File: config.mk
export PLATFORM = sky130hd
export DESIGN_NAME = lsd_top
export DESIGN_NICKNAME = d
export VERILOG_FILES = /design/src/rtl/lsd_pkg.sv /design/src/rtl/lsd_sync_chan.sv /design/src/rtl/lsd_top.sv
export SDC_FILE = /design/constraint.sdc
export NUM_CORES = 1
export LEC_CHECK = 0
export BUFFER_PORTS_ARGS = -buffer_cell sky130_fd_sc_hd__clkbuf_2
export CORE_ASPECT_RATIO = 1.4
export CORE_MARGIN = 1.5
export CORE_UTILIZATION = 66
export CTS_BUF_LIST = sky130_fd_sc_hd__clkbuf_8
export DETAILED_ROUTE_END_ITERATION = 6
export MAX_ROUTING_LAYER = met4
export PLACE_DENSITY_LB_ADDON = 0.08
export RECOVER_POWER = 25
export SYNTH_ARGS = -nofsm -noshare
export SYNTH_HDL_FRONTEND = slang
export SYNTH_SLANG_ARGS = --single-unit
File: constraint.sdc
create_clock -name pclk -period 10.2 [get_ports pclk]
set_clock_uncertainty 0.1 [all_clocks]
set_input_delay 2.04 -clock pclk [delete_from_list [all_inputs] [get_ports pclk]]
set_output_delay 2.04 -clock pclk [all_outputs]
set_load 0.05 [all_outputs]
File: src/rtl/lsd_pkg.sv
// ============================================================
// Constants for the per-channel LVDS sync delay and HSync width
package lsd_pkg;

  // ============================================================
  // Widths and queue depth
  localparam int unsigned LSD_DLY_W = 12;
  localparam int unsigned LSD_WID_W = 10;
  localparam int unsigned LSD_TS_W = 13;
  localparam int unsigned LSD_ADDR_W = 12;
  localparam int unsigned LSD_QDEPTH = 4;

  // ============================================================
  // Register indices; byte address is four times the index
  localparam logic [7:0] LSD_IDX_MODE = 8'h10;
  localparam logic [7:0] LSD_IDX_LINK = 8'h18;
  localparam logic [7:0] LSD_IDX_CHA_DLY_LO = 8'h28;
  localparam logic [7:0] LSD_IDX_CHA_DLY_HI = 8'h29;
  localparam logic [7:0] LSD_IDX_CHB_DLY_LO = 8'h2A;
  localparam logic [7:0] LSD_IDX_CHB_DLY_HI = 8'h2B;
  localparam logic [7:0] LSD_IDX_CHA_WID_LO = 8'h2C;
  localparam logic [7:0] LSD_IDX_CHA_WID_HI = 8'h2D;
  localparam logic [7:0] LSD_IDX_CHB_WID_LO = 8'h2E;
  localparam logic [7:0] LSD_IDX_CHB_WID_HI = 8'h2F;
  localparam logic [7:0] LSD_IDX_STATUS = 8'h40;

  // ============================================================
  // Field positions and encodings
  localparam int unsigned LSD_LINK_SINGLE_BIT = 4;
  localparam int unsigned LSD_MODE_LSB = 5;
  localparam logic [1:0] LSD_MODE_TWO_STREAM = 2'h2;
  localparam int unsigned LSD_ST_OVF_A_BIT = 4;
  localparam int unsigned LSD_ST_OVF_B_BIT = 5;

  // ============================================================
  // Reset values and cycle counts
  localparam logic [7:0] LSD_RST_BYTE = 8'h00;
  localparam logic [LSD_TS_W-1:0] LSD_FIXED_LAT = 13'h00A;
  localparam logic [LSD_TS_W-1:0] LSD_FIXED_ADJ = LSD_FIXED_LAT - 13'h001;

  function automatic logic [LSD_ADDR_W-1:0] lsd_byte_addr(input logic [7:0] idx);
    lsd_byte_addr = {2'h0, idx, 2'h0};
  endfunction : lsd_byte_addr

endpackage : lsd_pkg

File: src/rtl/lsd_sync_chan.sv
`timescale 1ns/1ps
// ============================================================
// One LVDS channel: timestamp queues for HSync and VSync, HSync stretcher
module lsd_sync_chan
(
  input wire logic pclk,
  input wire logic presetn,
  input wire logic hs_in,
  input wire logic vs_in,
  input wire logic [lsd_pkg::LSD_DLY_W-1:0] delay,
  input wire logic [lsd_pkg::LSD_WID_W-1:0] width,
  output logic hs_out,
  output logic vs_out,
  output logic ovf
);
  import lsd_pkg::*;

  logic [LSD_TS_W-1:0] now;
  logic [1:0] fire;
  logic [1:0] drop;
  logic [LSD_WID_W-1:0] hs_cnt;

  always_ff @(posedge pclk or negedge presetn)
  begin
    if (!presetn)
      now <= '0;
    else
      now <= now + 13'h001;
  end

  // Queue of due times lets several syncs be in flight when the delay spans lines
  for (genvar k = 0; k < 2; k++)
  begin : g_q
    logic [LSD_TS_W-1:0] q [LSD_QDEPTH];
    logic [1:0] wp;
    logic [1:0] rp;
    logic [2:0] cnt;
    logic ev;
    logic pop;
    logic push;
    assign ev = (k == 0) ? hs_in : vs_in;
    assign pop = (cnt != 3'h0) && (q[rp] == now);
    assign push = ev && ((cnt != 3'(LSD_QDEPTH)) || pop);
    assign fire[k] = pop;
    assign drop[k] = ev && !push;

    always_ff @(posedge pclk or negedge presetn)
    begin
      if (!presetn)
      begin
        wp <= '0;
        rp <= '0;
        cnt <= '0;
        for (int i = 0; i < LSD_QDEPTH; i++)
          q[i] <= '0;
      end
      else
      begin
        if (push)
        begin
          q[wp] <= now + {1'b0, delay} + LSD_FIXED_ADJ;
          wp <= wp + 2'h1;
        end
        if (pop)
          rp <= rp + 2'h1;
        cnt <= cnt + {2'h0, push} - {2'h0, pop};
      end
    end
  end

  always_ff @(posedge pclk or negedge presetn)
  begin
    if (!presetn)
    begin
      hs_cnt <= '0;
      hs_out <= 1'b0;
      vs_out <= 1'b0;
      ovf <= 1'b0;
    end
    else
    begin
      vs_out <= fire[1];
      ovf <= |drop;
      if (fire[0])
      begin
        hs_cnt <= width;
        hs_out <= (width != '0);
      end
      else
      begin
        if (hs_cnt != '0)
          hs_cnt <= hs_cnt - 10'h001;
        hs_out <= (hs_cnt > 10'h001);
      end
    end
  end

  // ============================================================
  // Checks
  logic [LSD_TS_W-1:0] meas;
  logic track;
  logic [LSD_WID_W-1:0] hs_len;
  logic [LSD_WID_W-1:0] hs_last_w;

  always_ff @(posedge pclk or negedge presetn)
  begin
    if (!presetn)
    begin
      meas <= '0;
      track <= 1'b0;
      hs_len <= '0;
      hs_last_w <= '0;
    end
    else
    begin
      if (vs_in && g_q[1].cnt == 3'h0)
      begin
        track <= 1'b1;
        meas <= 13'h001;
      end
      else if (vs_out)
        track <= 1'b0;
      else
        meas <= meas + 13'h001;
      if (fire[0])
      begin
        hs_len <= '0;
        hs_last_w <= width;
      end
      else if (hs_out)
        hs_len <= hs_len + 10'h001;
    end
  end

  a_vsync_latency: assert property (@(posedge pclk) disable iff (!presetn)
    (vs_out && track && $stable(delay)) |-> (meas == {1'b0, delay} + LSD_FIXED_LAT))
    else $error("vsync latency differs from delay plus fixed part");

  a_hsync_pulse_len: assert property (@(posedge pclk) disable iff (!presetn)
    $fell(hs_out) |-> (hs_len == hs_last_w))
    else $error("hsync pulse length differs from programmed width");

endmodule : lsd_sync_chan

File: src/rtl/lsd_top.sv
`timescale 1ns/1ps
// ============================================================
// LVDS output sync delay and HSync width, APB slave

module lsd_top
(
  input wire logic pclk,
  input wire logic presetn,
  input wire logic psel,
  input wire logic penable,
  input wire logic pwrite,
  input wire logic [lsd_pkg::LSD_ADDR_W-1:0] paddr,
  input wire logic [31:0] pwdata,
  output logic [31:0] prdata,
  output logic pready,
  output logic pslverr,
  input wire logic dsi_hsync_a,
  input wire logic dsi_vsync_a,
  input wire logic dsi_hsync_b,
  input wire logic dsi_vsync_b,
  output logic lvds_hsync_a,
  output logic lvds_vsync_a,
  output logic lvds_hsync_b,
  output logic lvds_vsync_b
);
  import lsd_pkg::*;

  // ============================================================
  // Register storage
  logic [7:0] mode_reg;
  logic [7:0] link_reg;
  logic [7:0] first_channel_delay_low_byte;
  logic [3:0] first_channel_delay_high_nibble;
  logic [7:0] second_channel_delay_low_byte;
  logic [3:0] second_channel_delay_high_nibble;
  logic [7:0] first_channel_hwidth_low_byte;
  logic [1:0] first_channel_hwidth_high_bits;
  logic [7:0] second_channel_hwidth_low_byte;
  logic [1:0] second_channel_hwidth_high_bits;
  logic ovf_a;
  logic ovf_b;

  // ============================================================
  // Bus decode
  logic setup_ph;
  logic wr_acc;
  logic idx_hit;
  logic [31:0] next_rdata;

  assign setup_ph = psel && !penable && !pready;
  assign wr_acc = psel && penable && pready && pwrite && !pslverr;

  function automatic logic mapped(input logic [LSD_ADDR_W-1:0] a);
    logic [LSD_ADDR_W-1:0] b;
    b = {a[LSD_ADDR_W-1:2], 2'h0};
    mapped = (b == lsd_byte_addr(LSD_IDX_MODE)) || (b == lsd_byte_addr(LSD_IDX_LINK))
      || (b == lsd_byte_addr(LSD_IDX_CHA_DLY_LO)) || (b == lsd_byte_addr(LSD_IDX_CHA_DLY_HI))
      || (b == lsd_byte_addr(LSD_IDX_CHB_DLY_LO)) || (b == lsd_byte_addr(LSD_IDX_CHB_DLY_HI))
      || (b == lsd_byte_addr(LSD_IDX_CHA_WID_LO)) || (b == lsd_byte_addr(LSD_IDX_CHA_WID_HI))
      || (b == lsd_byte_addr(LSD_IDX_CHB_WID_LO)) || (b == lsd_byte_addr(LSD_IDX_CHB_WID_HI))
      || (b == lsd_byte_addr(LSD_IDX_STATUS));
  endfunction : mapped

  function automatic logic hit(input logic [LSD_ADDR_W-1:0] a, input logic [7:0] i);
    hit = ({a[LSD_ADDR_W-1:2], 2'h0} == lsd_byte_addr(i));
  endfunction : hit

  assign idx_hit = mapped(paddr);

  // ============================================================
  // Mode decode
  logic single_link;
  logic two_stream;
  logic [LSD_DLY_W-1:0] dly_a;
  logic [LSD_DLY_W-1:0] dly_b_prog;
  logic [LSD_WID_W-1:0] wid_a;
  logic [LSD_WID_W-1:0] wid_b_prog;
  logic [LSD_DLY_W-1:0] dly_b;
  logic [LSD_WID_W-1:0] wid_b;
  logic ev_hs_b;
  logic ev_vs_b;
  logic ch_hs_a;
  logic ch_vs_a;
  logic ch_ovf_a;
  logic ch_hs_b;
  logic ch_vs_b;
  logic ch_ovf_b;

  assign single_link = link_reg[LSD_LINK_SINGLE_BIT];
  // Reserved mode 11 falls back to shared channel A timing
  assign two_stream = !single_link && (mode_reg[LSD_MODE_LSB+:2] == LSD_MODE_TWO_STREAM);

  assign dly_a = {first_channel_delay_high_nibble, first_channel_delay_low_byte};
  assign dly_b_prog = {second_channel_delay_high_nibble, second_channel_delay_low_byte};
  assign wid_a = {first_channel_hwidth_high_bits, first_channel_hwidth_low_byte};
  assign wid_b_prog = {second_channel_hwidth_high_bits, second_channel_hwidth_low_byte};

  assign dly_b = two_stream ? dly_b_prog : dly_a;
  assign wid_b = two_stream ? wid_b_prog : wid_a;

  // Outside two-stream the second link mirrors the first stream's syncs
  assign ev_hs_b = two_stream ? dsi_hsync_b : dsi_hsync_a;
  assign ev_vs_b = two_stream ? dsi_vsync_b : dsi_vsync_a;

  // ============================================================
  // APB answer: one access phase, no wait states
  always_comb
  begin
    next_rdata = 32'h00000000;
    if (hit(paddr, LSD_IDX_MODE))
      next_rdata[7:0] = mode_reg;
    else if (hit(paddr, LSD_IDX_LINK))
      next_rdata[7:0] = link_reg;
    else if (hit(paddr, LSD_IDX_CHA_DLY_LO))
      next_rdata[7:0] = first_channel_delay_low_byte;
    else if (hit(paddr, LSD_IDX_CHA_DLY_HI))
      next_rdata[3:0] = first_channel_delay_high_nibble;
    else if (hit(paddr, LSD_IDX_CHB_DLY_LO))
      next_rdata[7:0] = second_channel_delay_low_byte;
    else if (hit(paddr, LSD_IDX_CHB_DLY_HI))
      next_rdata[3:0] = second_channel_delay_high_nibble;
    else if (hit(paddr, LSD_IDX_CHA_WID_LO))
      next_rdata[7:0] = first_channel_hwidth_low_byte;
    else if (hit(paddr, LSD_IDX_CHA_WID_HI))
      next_rdata[1:0] = first_channel_hwidth_high_bits;
    else if (hit(paddr, LSD_IDX_CHB_WID_LO))
      next_rdata[7:0] = second_channel_hwidth_low_byte;
    else if (hit(paddr, LSD_IDX_CHB_WID_HI))
      next_rdata[1:0] = second_channel_hwidth_high_bits;
    else if (hit(paddr, LSD_IDX_STATUS))
    begin
      next_rdata[0] = lvds_hsync_a;
      next_rdata[1] = lvds_vsync_a;
      next_rdata[2] = lvds_hsync_b;
      next_rdata[3] = lvds_vsync_b;
      next_rdata[LSD_ST_OVF_A_BIT] = ovf_a;
      next_rdata[LSD_ST_OVF_B_BIT] = ovf_b;
    end
  end

  always_ff @(posedge pclk or negedge presetn)
  begin
    if (!presetn)
    begin
      pready <= 1'b0;
      pslverr <= 1'b0;
      prdata <= 32'h00000000;
    end
    else
    begin
      pready <= setup_ph;
      pslverr <= setup_ph && !idx_hit;
      if (setup_ph && !pwrite)
        prdata <= next_rdata;
      else if (setup_ph)
        prdata <= 32'h00000000;
    end
  end

  // ============================================================
  // Register writes, taken at the access edge with pready high
  always_ff @(posedge pclk or negedge presetn)
  begin
    if (!presetn)
    begin
      mode_reg <= LSD_RST_BYTE;
      link_reg <= LSD_RST_BYTE;
      first_channel_delay_low_byte <= LSD_RST_BYTE;
      first_channel_delay_high_nibble <= LSD_RST_BYTE[3:0];
      second_channel_delay_low_byte <= LSD_RST_BYTE;
      second_channel_delay_high_nibble <= LSD_RST_BYTE[3:0];
    end
    else if (wr_acc)
    begin
      if (hit(paddr, LSD_IDX_MODE))
        mode_reg <= pwdata[7:0];
      if (hit(paddr, LSD_IDX_LINK))
        link_reg <= pwdata[7:0];
      if (hit(paddr, LSD_IDX_CHA_DLY_LO))
        first_channel_delay_low_byte <= pwdata[7:0];
      if (hit(paddr, LSD_IDX_CHA_DLY_HI))
        first_channel_delay_high_nibble <= pwdata[3:0];
      if (hit(paddr, LSD_IDX_CHB_DLY_LO))
        second_channel_delay_low_byte <= pwdata[7:0];
      if (hit(paddr, LSD_IDX_CHB_DLY_HI))
        second_channel_delay_high_nibble <= pwdata[3:0];
    end
  end

  always_ff @(posedge pclk or negedge presetn)
  begin
    if (!presetn)
    begin
      first_channel_hwidth_low_byte <= LSD_RST_BYTE;
      first_channel_hwidth_high_bits <= LSD_RST_BYTE[1:0];
      second_channel_hwidth_low_byte <= LSD_RST_BYTE;
      second_channel_hwidth_high_bits <= LSD_RST_BYTE[1:0];
    end
    else if (wr_acc)
    begin
      if (hit(paddr, LSD_IDX_CHA_WID_LO))
        first_channel_hwidth_low_byte <= pwdata[7:0];
      if (hit(paddr, LSD_IDX_CHA_WID_HI))
        first_channel_hwidth_high_bits <= pwdata[1:0];
      if (hit(paddr, LSD_IDX_CHB_WID_LO))
        second_channel_hwidth_low_byte <= pwdata[7:0];
      if (hit(paddr, LSD_IDX_CHB_WID_HI))
        second_channel_hwidth_high_bits <= pwdata[1:0];
    end
  end

  // Sticky drop flags, write one to clear; a new drop beats the clear
  always_ff @(posedge pclk or negedge presetn)
  begin
    if (!presetn)
    begin
      ovf_a <= 1'b0;
      ovf_b <= 1'b0;
    end
    else
    begin
      ovf_a <= (ovf_a && !(wr_acc && hit(paddr, LSD_IDX_STATUS) && pwdata[LSD_ST_OVF_A_BIT])) || ch_ovf_a;
      ovf_b <= (ovf_b && !(wr_acc && hit(paddr, LSD_IDX_STATUS) && pwdata[LSD_ST_OVF_B_BIT])) || ch_ovf_b;
    end
  end

  // ============================================================
  // Channels
  lsd_sync_chan u_cha (
    .pclk(pclk),
    .presetn(presetn),
    .hs_in(dsi_hsync_a),
    .vs_in(dsi_vsync_a),
    .delay(dly_a),
    .width(wid_a),
    .hs_out(ch_hs_a),
    .vs_out(ch_vs_a),
    .ovf(ch_ovf_a)
  );

  lsd_sync_chan u_chb (
    .pclk(pclk),
    .presetn(presetn),
    .hs_in(ev_hs_b),
    .vs_in(ev_vs_b),
    .delay(dly_b),
    .width(wid_b),
    .hs_out(ch_hs_b),
    .vs_out(ch_vs_b),
    .ovf(ch_ovf_b)
  );

  // Channel outputs are flip-flops inside each channel
  assign lvds_hsync_a = ch_hs_a;
  assign lvds_vsync_a = ch_vs_a;
  assign lvds_hsync_b = ch_hs_b;
  assign lvds_vsync_b = ch_vs_b;

  // ============================================================
  // Checks
  a_dly_lo_write: assert property (@(posedge pclk) disable iff (!presetn)
    (wr_acc && hit(paddr, LSD_IDX_CHA_DLY_LO)) |=> (dly_a[7:0] == $past(pwdata[7:0])))
    else $error("channel A delay low byte not written");

  a_dly_hi_write: assert property (@(posedge pclk) disable iff (!presetn)
    (wr_acc && hit(paddr, LSD_IDX_CHB_DLY_HI)) |=> (dly_b_prog[11:8] == $past(pwdata[3:0])))
    else $error("channel B delay high nibble not written");

  a_wid_hi_write: assert property (@(posedge pclk) disable iff (!presetn)
    (wr_acc && hit(paddr, LSD_IDX_CHA_WID_HI)) |=> (wid_a[9:8] == $past(pwdata[1:0])))
    else $error("channel A width high bits not written");

  a_shared_delay: assert property (@(posedge pclk) disable iff (!presetn)
    (!single_link && mode_reg[LSD_MODE_LSB+:2] != LSD_MODE_TWO_STREAM) |-> (dly_b == dly_a))
    else $error("channel B delay not following channel A");

  a_split_delay: assert property (@(posedge pclk) disable iff (!presetn)
    (!link_reg[LSD_LINK_SINGLE_BIT] && mode_reg[6:5] == 2'h2) |-> (dly_b == dly_b_prog))
    else $error("channel B delay not used in two-stream mode");

  a_shared_width: assert property (@(posedge pclk) disable iff (!presetn)
    !two_stream |-> (wid_b == wid_a))
    else $error("channel B width not following channel A");

  a_split_width: assert property (@(posedge pclk) disable iff (!presetn)
    two_stream |-> (wid_b == {second_channel_hwidth_high_bits, second_channel_hwidth_low_byte}))
    else $error("channel B width not used in two-stream mode");

  a_vsync_min_gap: assert property (@(posedge pclk) disable iff (!presetn)
    (dsi_vsync_a && $stable(dly_a)) |-> ##1 !lvds_vsync_a [*8])
    else $error("vsync passed through before the fixed latency");

  a_apb_answer: assert property (@(posedge pclk) disable iff (!presetn)
    (psel && !penable && !pready) |=> pready ##1 !pready)
    else $error("apb answer not exactly one access cycle");

  a_dlyb_lo_write: assert property (@(posedge pclk) disable iff (!presetn)
    (wr_acc && hit(paddr, LSD_IDX_CHB_DLY_LO)) |=> (dly_b_prog[7:0] == $past(pwdata[7:0])))
    else $error("channel B delay low byte not written");

  a_dlya_hi_write: assert property (@(posedge pclk) disable iff (!presetn)
    (wr_acc && hit(paddr, LSD_IDX_CHA_DLY_HI)) |=> (dly_a[11:8] == $past(pwdata[3:0])))
    else $error("channel A delay high nibble not written");

  a_wida_lo_write: assert property (@(posedge pclk) disable iff (!presetn)
    (wr_acc && hit(paddr, LSD_IDX_CHA_WID_LO)) |=> (wid_a[7:0] == $past(pwdata[7:0])))
    else $error("channel A width low byte not written");

  a_widb_lo_write: assert property (@(posedge pclk) disable iff (!presetn)
    (wr_acc && hit(paddr, LSD_IDX_CHB_WID_LO)) |=> (wid_b_prog[7:0] == $past(pwdata[7:0])))
    else $error("channel B width low byte not written");

  a_widb_hi_write: assert property (@(posedge pclk) disable iff (!presetn)
    (wr_acc && hit(paddr, LSD_IDX_CHB_WID_HI)) |=> (wid_b_prog[9:8] == $past(pwdata[1:0])))
    else $error("channel B width high bits not written");

  a_single_delay: assert property (@(posedge pclk) disable iff (!presetn)
    single_link |-> (dly_b == dly_a))
    else $error("channel B delay not following channel A in single-link");

  a_single_width: assert property (@(posedge pclk) disable iff (!presetn)
    single_link |-> (wid_b == wid_a))
    else $error("channel B width not following channel A in single-link");

  a_dly_reserved: assert property (@(posedge pclk) disable iff (!presetn)
    (pready && !pwrite && hit(paddr, LSD_IDX_CHA_DLY_HI)) |-> (prdata[31:4] == 28'h0000000))
    else $error("delay high register reads nonzero reserved bits");

  a_wid_reserved: assert property (@(posedge pclk) disable iff (!presetn)
    (pready && !pwrite && hit(paddr, LSD_IDX_CHB_WID_HI)) |-> (prdata[31:2] == 30'h00000000))
    else $error("width high register reads nonzero reserved bits");

  a_err_ready: assert property (@(posedge pclk) disable iff (!presetn)
    pslverr |-> pready)
    else $error("apb error flag raised outside the access cycle");

endmodule : lsd_top

==> qor.yml, run 1 <==
logic_synthesis:
  synth_mux_area_share_pct: 23.8
  yosysWarningCount: 0
  synth-adder-area-share_pct: 5.66
  synth_edf_count: 0
  synthSimpleGateAreaFrac_pct: 7.14
  flops_latches_synth: 360
  synthCells: 1495
  synth_common_cells: "dfrtp_1, mux2_2, xnor2_1"
  post-synth-top-area-fraction_pct: 47.6
  proportion_of_register_bits_with_asynchronous_set_or_reset_after_synthesis_pct: 100
  seq_area_frac_synth_pct: 47.6
  yosys.area.top_type: "dfrtp_1"
  postSynth.topFlopCell: "dfrtp_1"
  netlist-cell-type-count: 75
  synth_most_common_cell: "dfrtp_1"
  main_combinational_cell_family_by_area_after_synthesis: "multiplexers"
  yosys-top-cells-area: "dfrtp_1, mux2_2, ha_1, xnor2_1, mux4_2"
  synth-compound-area-share_pct: 5.98
  syn_area_mm2: 0.0189
  yosys.area_share.xor_xnor_pct: 5.74
  synth_area_per_cell_um2: 12.7
cts:
  cts.hold.buffers_added: 0
  tritoncts_clock_tree: "yes"
  ctsHtreeMaxLevel: 2
  cts.reportedPaths.clkPinSlew_ns: 0.06
  cts_repair_resize_count: 0
  cts_post_setup_buffers_inserted: 0
  ctsRootBufferMaster: "clkbuf_8"
  cts-buffers-inserted: 55
  clkSinkCount: 360
  clk_latency_ns: 0.61
  clockBufferDepth: 3
status:
  violations: "max-capacitance violations, max-slew violations"
  outcome: "finished with violations"
floorplan:
  start_util_pct: 66.9
  floorplan.die.height_um: 203
  die_ar_mm2: 0.0297
  coreArea_mm2: 0.0283
  num_io_pins: 91
  chipWidth_um: 146
  rows: 73
global_routing:
  grt_first_pass_wirelength_um: 67100
  antenna_found_initial: 0
  grt_max_degree: 93
  grt_overflow_total: 0
  number_of_global_route_vias_before_repair: 12324
  grt_util_all_layers_pct: 30.0
layout:
  drive_above_1_share_pct: 29.7
  area_delta_synth_final_pct: 7.69
  largest_registers: "u_cha.g_q.q: 104 flops, u_chb.g_q.q: 104 flops"
  nNetsFinal: 1668
  finish.cell_count_without_fillers: 1949
  antenna_cells: 0
  filler_cell_count: 1979
  ff_latch_area_mm2: 0.00901
  multiInputGateArea_mm2: 0.00925
sta:
  final_setup_vio_count: 0
  worst_pin_slew_ns: 3.44
  finalHoldViolCount: 0
  time_the_final_worst_path_needs_with_i_o_delays_and_setup_ns: 5.39
  grt_setup_unrepaired: "false"
  holdWs_ns: 0.347
  finalCritPeriodShare_pct: 52.9
  timing.setup.tns_ns: 0
  max_freq_ghz: 0.185
  max-slew-margin-rel_pct: -129
  maxSlewViolCount: 127
detailed_routing:
  vias: 11881
  dr_wl_met3_um: 1580
  detailedRoute.firstIterationViolations: 626
  drtPass1Iterations: 5
  drt.antenna.violating_nets: 0
  detail_route.wirelength_um: 41300
  via_cell_ratio: 6.10
  wl_met1_um: 17000
  route.top_layer_used: "met4"
  drc_errors: 0
  route.detailed.wl_per_inst_um: 21.2
  met2_length_um: 20900
worst_setup_path:
  worstReg2RegStart: "u_chb.g_q[0].rp[0]"
  cp.arrival_ns: 5.92
  worst_setup_path_startpoint: "presetn"
  endpoint_required_time_on_the_critical_path_ns: 10.73
  cp-start-kind: "input pin"
  timing.setup.critical_path_class: "input pin to asynchronous set/reset pin"
  worst-path-max-fanout: 92
  endpoint_kind_of_the_worst_setup_timing_path: "asynchronous set/reset pin"
placement:
  port_buffers: 40
  place.gp.congestion: 0.937
  dp_cells: 1851
  hpwlAfterDp_um: 29200
power:
  irDropWorstVdd_uv: 175
  cellLeakagePower_nw: 9.68
  power_density_mw_per_mm2: 227
min_path:
  holdCritPathClass: "flip-flop to flip-flop"
  holdCritStartpoint: "u_chb.ovf"
flow_run:
  drv_cap: 2
## critical path, stage by stage
cell and delay, ns:
buf_8 0.48, clkbuf_1 2.36, buf_4 0.94
## logic make-up after synthesis
logic type               count (synthesis)
AO/OA/AOI/OAI                          160
XOR/XNOR                               124
adder cells (fa/ha/maj)                 82
buffers and inverters                  157
flip-flops                             360
multiplexers                           358
other                                    1
AND/OR/NAND/NOR                        253
## path summary, 6_finish.rpt
path / end / slack, ns / cells after the start
worst max-delay path: u_chb.g_q[1].q[0] / 4.81 / 3
worst min-delay path: ovf_b / 0.35 / 1
worst max register to register: u_chb.g_q[0].cnt[2] / 5.72 / 13
worst min register to register: ovf_b / 0.35 / 1
max in group pclk: mode_reg[0] / 5.17 / 6
min in group asynchronous: u_cha.hs_cnt[8] / 1.35 / 1
## metal layers
metal  vias up  global-route usage (%)
li1       5426                       -
met1      6050                    37.0
met2       293                    50.2
met3       112                    3.69
met4         0                    13.0
met5         -                       -
## cells in the final DEF, fill, tap and decap left out, drive strengths merged, types with 13 or more instances in the layout
master,count
conb,24
dfrtp,360
and3,13
o31ai,14
nand2,58
a21oi,30
nor4,13
o21ai,36
mux4,43
mux2i,39
ha,76
mux2,276
xor2,29
clkbuf,113
inv,83
xnor2,95
nor3,26
nor2,60
nand3,30
## area by class of cell
cell class / count / share of cell area (%)
sequential: 360 / 44.2
clock inverter: 26 / 0.786
timing repair buffer: 48 / 1.28
tap: 375 / 2.30
inverter: 67 / 1.23
clock buffer: 72 / 4.86
multi-input combinational: 1001 / 45.3
## stage by stage
step	util, %	setup slack, ns	power [mW]	area [um2]
finish	72.0	4.81	4.63	20400
global route	72.0	3.99	4.90	20400
CTS	72.0	5.29	4.67	20400
detailed placement	68.0	4.68	3.44	19200
global placement	68.0	4.77	3.37	19200
floorplan	-	5.96	3.15	19000
## report_power, final
part | switching (mW) | internal [mW] | total [mW]
Combinational | 0.606 | 0.728 | 1.33
Clock | 0.549 | 0.679 | 1.23
Sequential | 0.310 | 1.76 | 2.07
Total | 1.47 | 3.16 | 4.63
(Power assumes the default switching activity.)
==> inputs of run 2 (changes only) <==
Settings changed: ABC_AREA from default to 1, CORE_UTILIZATION 66 to 58.
Clock period 10.2 ns to 4.86 ns, I/O delays scaled along.
==> run 2 against run 1 <==
Compared with the run above:
- the run still ends with max-capacitance violations, max-slew violations left
- routed wire length is 37% higher
- combinational power grew to 2.8 times the previous value
- register-to-register slack worse by 4.6 ns
- largest power group unchanged
- clock power is 110% higher
- sequential share of layout area is 2.6 points lower
- critical path depth is 12 higher
==> qor.yml, run 2 <==
sta:
  holdWs_ns: 0.337  # -0.0104 ns
  max-slew-margin-rel_pct: -99.0  # +30 points
  time_the_final_worst_path_needs_with_i_o_delays_and_setup_ns: 3.78
  timing.setup.tns_ns: 0  # unchanged
  finalHoldViolCount: 0  # unchanged
  maxSlewViolCount: 110  # -13%
  grt_setup_unrepaired: "false"
  worst_pin_slew_ns: 2.99  # -0.453 ns
  finalCritPeriodShare_pct: 77.8
  final_critical_path_setup_slack_ns: 1.08  # -3.73 ns
  final_setup_vio_count: 0  # unchanged
  max_freq_ghz: 0.264
cts:
  cts.reportedPaths.clkPinSlew_ns: 0.06  # about the same
  clockBufferDepth: 3  # unchanged
  cts_post_setup_buffers_inserted: 0  # unchanged
  ctsHtreeMaxLevel: 2  # unchanged
  clk_latency_ns: 0.64  # +0.03 ns
  clkSinkCount: 360  # unchanged
  cts_repair_resize_count: 0  # unchanged
  cts-buffers-inserted: 54  # -1.8%
  tritoncts_clock_tree: "yes"
  cts.hold.buffers_added: 0  # unchanged
  ctsRootBufferMaster: "clkbuf_8"
placement:
  dp_cells: 3016  # +63%
  place.gp.congestion: 0.923  # -1.4%
  dpl-instance-area_mm2: 0.0206  # +6.8%
  dpl_worst_slack_ns: 1.13  # -3.55 ns
  port_buffers: 40  # unchanged
  hpwlAfterDp_um: 38500  # +32%
layout:
  final_area_mm2: 0.0216  # +6.2%
  drive_above_1_share_pct: 6.93  # -23 points
  layout.cells.most_common: "nand2_1"
  filler_cell_count: 3147  # +59%
  area_delta_synth_final_pct: 6.06
  largest_registers: "u_cha.g_q.q: 104 flops, u_chb.g_q.q: 104 flops"
  mostFrequentLayoutCells: "nand2_1, dfrtp_1, nand4_1"
  finish.cell_count_without_fillers: 3112  # +60%
  finalCoreUtilization_pct: 62.3  # -9.7 points
  nNetsFinal: 2751  # +65%
logic_synthesis:
  yosysWarningCount: 0  # unchanged
  synth_area_per_cell_um2: 7.79  # -39%
  synthCells: 2621  # +75%
  yosys.area.top_type: "dfrtp_1"
  synth_most_common_cell: "nand2_1"
  postSynth.topFlopCell: "dfrtp_1"
  seq_area_frac_synth_pct: 44.2  # -3.4 points
  yosys-top-cells-area: "dfrtp_1, nand2_1, nand4_1, nand3_1, ha_1"
  netlist-cell-type-count: 39  # -48%
  synth_edf_count: 0  # unchanged
  synth_common_cells: "nand2_1, dfrtp_1, nand4_1"
  proportion_of_register_bits_with_asynchronous_set_or_reset_after_synthesis_pct: 100  # unchanged
  post-synth-top-area-fraction_pct: 44.2  # -3.4 points
  flops_latches_synth: 360  # unchanged
  syn_area_mm2: 0.0204  # +7.8%
detailed_routing:
  vias: 17728  # +49%
  route.detailed.wl_per_inst_um: 18.2  # -14%
  drtPass1Iterations: 5  # unchanged
  via_cell_ratio: 5.70  # -6.6%
  detail_route.wirelength_um: 56700  # +37%
  detailedRoute.firstIterationViolations: 1490  # +140%
  drt.antenna.violating_nets: 0  # unchanged
  drc_errors: 0  # unchanged
status:
  violations: "max-capacitance violations, max-slew violations"
  outcome: "finished with violations"
power:
  power_density_mw_per_mm2: 479  # +110%
  netSwitchingFraction_pct: 41.1  # +9.5 points
  cellLeakagePower_nw: 11.3  # +17%
  irDropWorstVdd_uv: 490  # +180%
  netSwitchingPower_mw: 4.27  # +190%
  total_power_mw: 10.4  # +120%
  seqPwrFrac_pct: 39.4  # -5.3 points
  p_int_mw: 6.11  # +93%
  share_clk_of_total_power_pct: 24.9  # -1.6 points
  comb_power_share_pct: 35.8  # +7.0 points
floorplan:
  die_ar_mm2: 0.0363  # +22%
  start_util_pct: 58.7  # -8.2 points
  chipWidth_um: 162  # +11%
  rows: 81  # +11%
  coreArea_mm2: 0.0348  # +23%
  floorplan.die.height_um: 225  # +11%
  num_io_pins: 91  # unchanged
worst_setup_path:
  worst-path-max-fanout: 22  # -76%
  timing.critical_path.slowest_cell_delay_ns: 0.60  # -1.76 ns
  endpoint_required_time_on_the_critical_path_ns: 5.31  # -5.42 ns
  timing.critical_path.buf_inv: 2  # -1
  crit_path_cell_trace: "nor2_1, nand2_1, o21ai_0, ha_1, inv_1, ha_1, fa_1, a21oi_1, o21ai_0, nand4_1, nand2_1, xor2_1, buf_4, nand4_1, nand2_1"
  cp-start-kind: "flip-flop"
  cp.arrival_ns: 4.23  # -1.69 ns
  critPathSlowestCell: "o21ai_0"
  endpoint_kind_of_the_worst_setup_timing_path: "flip-flop"
  critical-path-top-delay-family: "simple AND/OR/NAND/NOR gates"
  cpMostUsedCell: "nand2_1"
  timing.setup.critical_path_class: "flip-flop to flip-flop"
global_routing:
  grt_first_pass_wirelength_um: 90800  # +35%
  number_of_global_route_vias_before_repair: 17004  # +38%
  grt_max_degree: 112  # +20%
  antenna_found_initial: 1  # +1
  grt_overflow_total: 0  # unchanged
  grt_util_all_layers_pct: 32.7  # +2.7 points
min_path:
  holdCritPathClass: "flip-flop to flip-flop"
flow_run:
  drv_cap: 1  # -1
run 2: cell families (layout without fill, tap and decap cells):
kind of cell	after synthesis	after routing	share of synthesized area [%]
DFF	360	360	44.2
xor gates and xnor gates	87	87	3.73
and+or+nand+nor	1583	1583	33.9
AOI/OAI and AO/OA	185	185	4.69
buffers and inverters	317	328	7.90
adders and majority gates	82	82	5.25
muxes	6	6	0.331
other	1	25	0.0184
run 2: routing by layer:
| layer | global-route usage [%] | up-vias | part of all wire [%] |
|---|---|---|---|
| met5 | - | - | 0 |
| met4 | 15.4 | 0 | 5.1 |
| met3 | 3.50 | 157 | 4.8 |
| met2 | 54.1 | 536 | 49 |
| met1 | 40.2 | 8439 | 41 |
| li1 | - | 8596 | - |
run 2: power groups by stage:
stage	Sequential (mW)	Clock, mW	Combinational [mW]
2_1_floorplan	3.99	0	3.06
3_3_place_gp	4.10	0	3.60
3_5_place_dp	4.12	0	3.71
4_1_cts	4.07	2.63	3.72
5_1_grt	4.16	2.74	4.19
6_report	4.08	2.58	3.71
run 2: final timing paths:
path | startpoint | endpoint | slack (ns) | cells past startpoint
setup / recovery | link_reg[4] | u_chb.g_q[0].q[35] | 1.08 | 15
min in group asynchronous | presetn | u_cha.hs_cnt[8] | 1.16 | 1
max in group asynchronous | presetn | u_cha.now[9] | 1.21 | 2
setup reg to reg | link_reg[4] | u_chb.g_q[0].q[35] | 1.08 | 15
hold reg to reg | u_cha.ovf | ovf_a | 0.34 | 2
hold / removal | u_cha.ovf | ovf_a | 0.34 | 2
run 2: final cells by class:
class | count | area [um2] | share of cell area (%)
Sequential cell | 360 | 9010 | 41.6
Clock inverter | 25 | 151 | 0.700
Timing Repair Buffer | 72 | 459 | 2.12
Multi-Input combinational cell | 1967 | 9870 | 45.6
Clock buffer | 70 | 963 | 4.45
Tap cell | 456 | 571 | 2.64
Antenna cell | 1 | 2.50 | 0.0116
Inverter | 161 | 617 | 2.85
run 2: worst register-to-register path, cell delays in order, from the launching register on:
cell     delay (ns)
dfrtp_1        0.39
nor2_1         0.10
nand2_1        0.49
o21ai_0        0.61
ha_1           0.23
inv_1          0.04
ha_1           0.23
fa_1           0.46
a21oi_1        0.17
o21ai_0        0.14
nand4_1        0.10
nand2_1        0.06
xor2_1         0.14
buf_4          0.24
nand4_1        0.12
nand2_1        0.11
==> inputs of run 3 (changes only) <==
Clock period 4.86 ns to 3.1 ns, I/O delays scaled along.
==> run 3 against run 2 <==
Compared with the run above:
- clock power increased by 68%
- critical endpoint is now u_chb.g_q[0].q[48]
- count of clock-buffer cells in the layout is 2 higher
- register-to-register slack lost 1.1 ns
- largest power group is now combinational logic
- utilization is 3.6 points higher
- power increased by 66%
- sequential cell count is the same
- final cell count grew 2.1%
- the flow finishes with violations (max-capacitance violations, max-slew violations, negative setup slack)
==> qor.yml, run 3 (synthesized netlist as in run 2, its figures left out) <==
cts:
  ctsRootBufferMaster: "clkbuf_8"
  clockBufferDepth: 3  # unchanged
  clk_latency_ns: 0.63  # about the same
  cts.reportedPaths.clkPinSlew_ns: 0.06  # about the same
  cts-buffers-inserted: 55  # +1.9%
  clkSinkCount: 360  # unchanged
  tritoncts_clock_tree: "yes"
  ctsHtreeMaxLevel: 2  # unchanged
placement:
  hpwlAfterDp_um: 39200  # +1.7%
  port_buffers: 40  # unchanged
  dpl_worst_slack_ns: -0.0567  # -1.19 ns
  place.gp.congestion: 0.963  # +4.2%
sta:
  final_critical_path_setup_slack_ns: -0.0453  # -1.12 ns
  time_the_final_worst_path_needs_with_i_o_delays_and_setup_ns: 3.15  # -0.636 ns
  finalHoldViolCount: 0  # unchanged
  worst_pin_slew_ns: 1.59  # -1.39 ns
  maxSlewViolCount: 60  # -45%
  max-slew-margin-rel_pct: -6.06  # +93 points
  max_freq_ghz: 0.318  # +20%
  final_setup_vio_count: 8  # +8
  finalCritPeriodShare_pct: 101  # +24 points
  grt_setup_unrepaired: "true"
global_routing:
  number_of_global_route_vias_before_repair: 17312  # +1.8%
  antenna_found_initial: 0  # -1
  grt_overflow_total: 0  # unchanged
  grt_max_degree: 96  # -14%
  grt_util_all_layers_pct: 33.0  # +0.28 points
  grt_first_pass_wirelength_um: 91800  # +1.1%
worst_setup_path:
  worstRegToRegCells: 15  # unchanged
  cp.arrival_ns: 3.59  # -0.64 ns
  endpoint_kind_of_the_worst_setup_timing_path: "flip-flop"
  regToRegSetupSlack_ns: -0.05  # -1.12 ns
  critical-path-top-delay-family: "adder cells"
  cp-start-kind: "flip-flop"
  timing.setup.critical_path_class: "flip-flop to flip-flop"
  worst-path-max-fanout: 5  # -77%
  timing.critical_path.buf_inv: 2  # unchanged
  critical_path_depth: 15  # unchanged
  critPathSlowestCell: "dfrtp_1"
  endpoint_required_time_on_the_critical_path_ns: 3.55  # -1.76 ns
  timing.critical_path.slowest_cell_delay_ns: 0.40  # -0.20 ns
  crit_path_cell_trace: "nor2_2, nand2_4, buf_12, mux2_4, ha_4, ha_4, fa_2, a21oi_2, o21ai_2, nand4_1, nand2_1, xor2_2, buf_4, nand4_1, nand2_1"
detailed_routing:
  dr_wl_met3_um: 3380  # +24%
  via_cell_ratio: 5.77  # +1.3%
  drtPass1Iterations: 5  # unchanged
  wl_met1_um: 23200  # -0.39%
  detail_route.wirelength_um: 58400  # +2.9%
  met2_length_um: 28700  # +3.2%
  route.top_layer_used: "met4"
  vias: 18334  # +3.4%
  detailedRoute.firstIterationViolations: 1695  # +14%
  drc_errors: 0  # unchanged
  route.detailed.wl_per_inst_um: 18.4  # +0.86%
  drt.antenna.violating_nets: 0  # unchanged
layout:
  largest_registers: "u_cha.g_q.q: 104 flops, u_chb.g_q.q: 104 flops"
  nNetsFinal: 2817  # +2.4%
  layout.cells.most_common: "nand2_1"
  drive_above_1_share_pct: 12.1  # +5.2 points
  area_delta_synth_final_pct: 12.2
  antenna_cells: 0  # -1
  mostFrequentLayoutCells: "nand2_1, dfrtp_1, nand4_1"
floorplan:
  die_ar_mm2: 0.0363  # unchanged
  start_util_pct: 58.7  # unchanged
  floorplan.die.height_um: 225  # unchanged
  num_io_pins: 91  # unchanged
  rows: 81  # unchanged
  coreArea_mm2: 0.0348  # unchanged
  chipWidth_um: 162  # unchanged
power:
  share_clk_of_total_power_pct: 25.2  # +0.3 points
  total_power_mw: 17.2  # +66%
  cellLeakagePower_nw: 11.8  # +4.4%
  seqPwrFrac_pct: 37.1  # -2.3 points
  p_int_mw: 10.2  # +68%
  comb_power_share_pct: 37.7  # +1.9 points
  irDropWorstVdd_uv: 549  # +12%
  netSwitchingPower_mw: 6.94  # +63%
  power_density_mw_per_mm2: 751  # +57%
  netSwitchingFraction_pct: 40.4  # -0.73 points
flow_run:
  drv_cap: 1  # unchanged
min_path:
  holdCritPathClass: "input pin to flip-flop"
  worstHoldPathCells: 2  # unchanged
status:
  violations: "max-capacitance violations, max-slew violations, negative setup slack"
  outcome: "finished with violations"
[run 3: changes by cell type in the layout (fill, tap and decap cells not counted), sizes merged, moves of 2 or more]
cell,delta
buf,+58
bufinv,+3
clkbuf,+4
clkinv,+5
clkinvlp,-2
inv,-5
[run 3: repair_timing]
action	4_1_cts	5_1_grt
hold buffers	1	0
resized for setup	14	108
endpoints found under the hold margin	55	0
cloned	2	6
endpoints found under the setup margin	9	94
setup buffers	3	3
pin swaps	15	33
[run 3: final timing paths]
check                       startpoint            endpoint
min in group asynchronous      presetn     u_cha.hs_cnt[8]
max reg2reg                link_reg[4]  u_chb.g_q[0].q[48]
min                            penable              pready
max in group asynchronous      presetn  u_cha.g_q[1].rp[0]
max                        link_reg[4]  u_chb.g_q[0].q[48]
min reg2reg                  u_cha.ovf               ovf_a
[run 3: power by group through the flow]
stage | clock network, mW | registers (mW) | logic [mW]
2_1_floorplan | 0 | 6.25 | 4.80
3_3_place_gp | 0 | 6.34 | 5.97
3_5_place_dp | 0 | 6.38 | 6.12
4_1_cts | 4.39 | 6.31 | 6.15
5_1_grt | 4.57 | 6.49 | 7.22
6_report | 4.33 | 6.38 | 6.48
[run 3: layout make-up]
type,instances,area (um2)
tap,456,571
clock buffer,72,991
timing repair buffer,134,1140
timing repair inverter,3,28.8
sequential,360,9020
clock inverter,23,210
multi-input combinational,1967,10300
fill,3087,11900
inverter,161,644
[run 3: routing by layer]
layer | vias up | track usage [%]
met5 | - | -
met4 | 0 | 15.9
met3 | 177 | 4.38
met2 | 677 | 53.8
met1 | 8768 | 40.5
li1 | 8712 | -
[run 3: worst register-to-register path: cells and delay by family (launching register included)]
kind / cells / cell delay (ns)
flops: 1 / 0.40
mux: 1 / 0.32
xor+xnor: 1 / 0.26
fa+ha+maj: 3 / 0.74
compound gates: 2 / 0.22
simple gates: 6 / 0.69
buf+inv: 2 / 0.36
[run 3: per-stage QoR]
stage | setup TNS [ns] | hold slack [ns] | instances | utilization [%] | cell area, um2
finish | -0.174 | 0.126 | 3176 | 65.8 | 22900
global route | -3.77 | 0.113 | 3176 | 65.8 | 22900
CTS | -0.306 | 0.0879 | 3168 | 64.5 | 22400
detailed placement | -0.332 | 0.328 | 3067 | 60.6 | 21100
global placement | -0.179 | 0.330 | 3067 | 60.6 | 21100
floorplan | 0 | 0.224 | 2644 | - | 20500
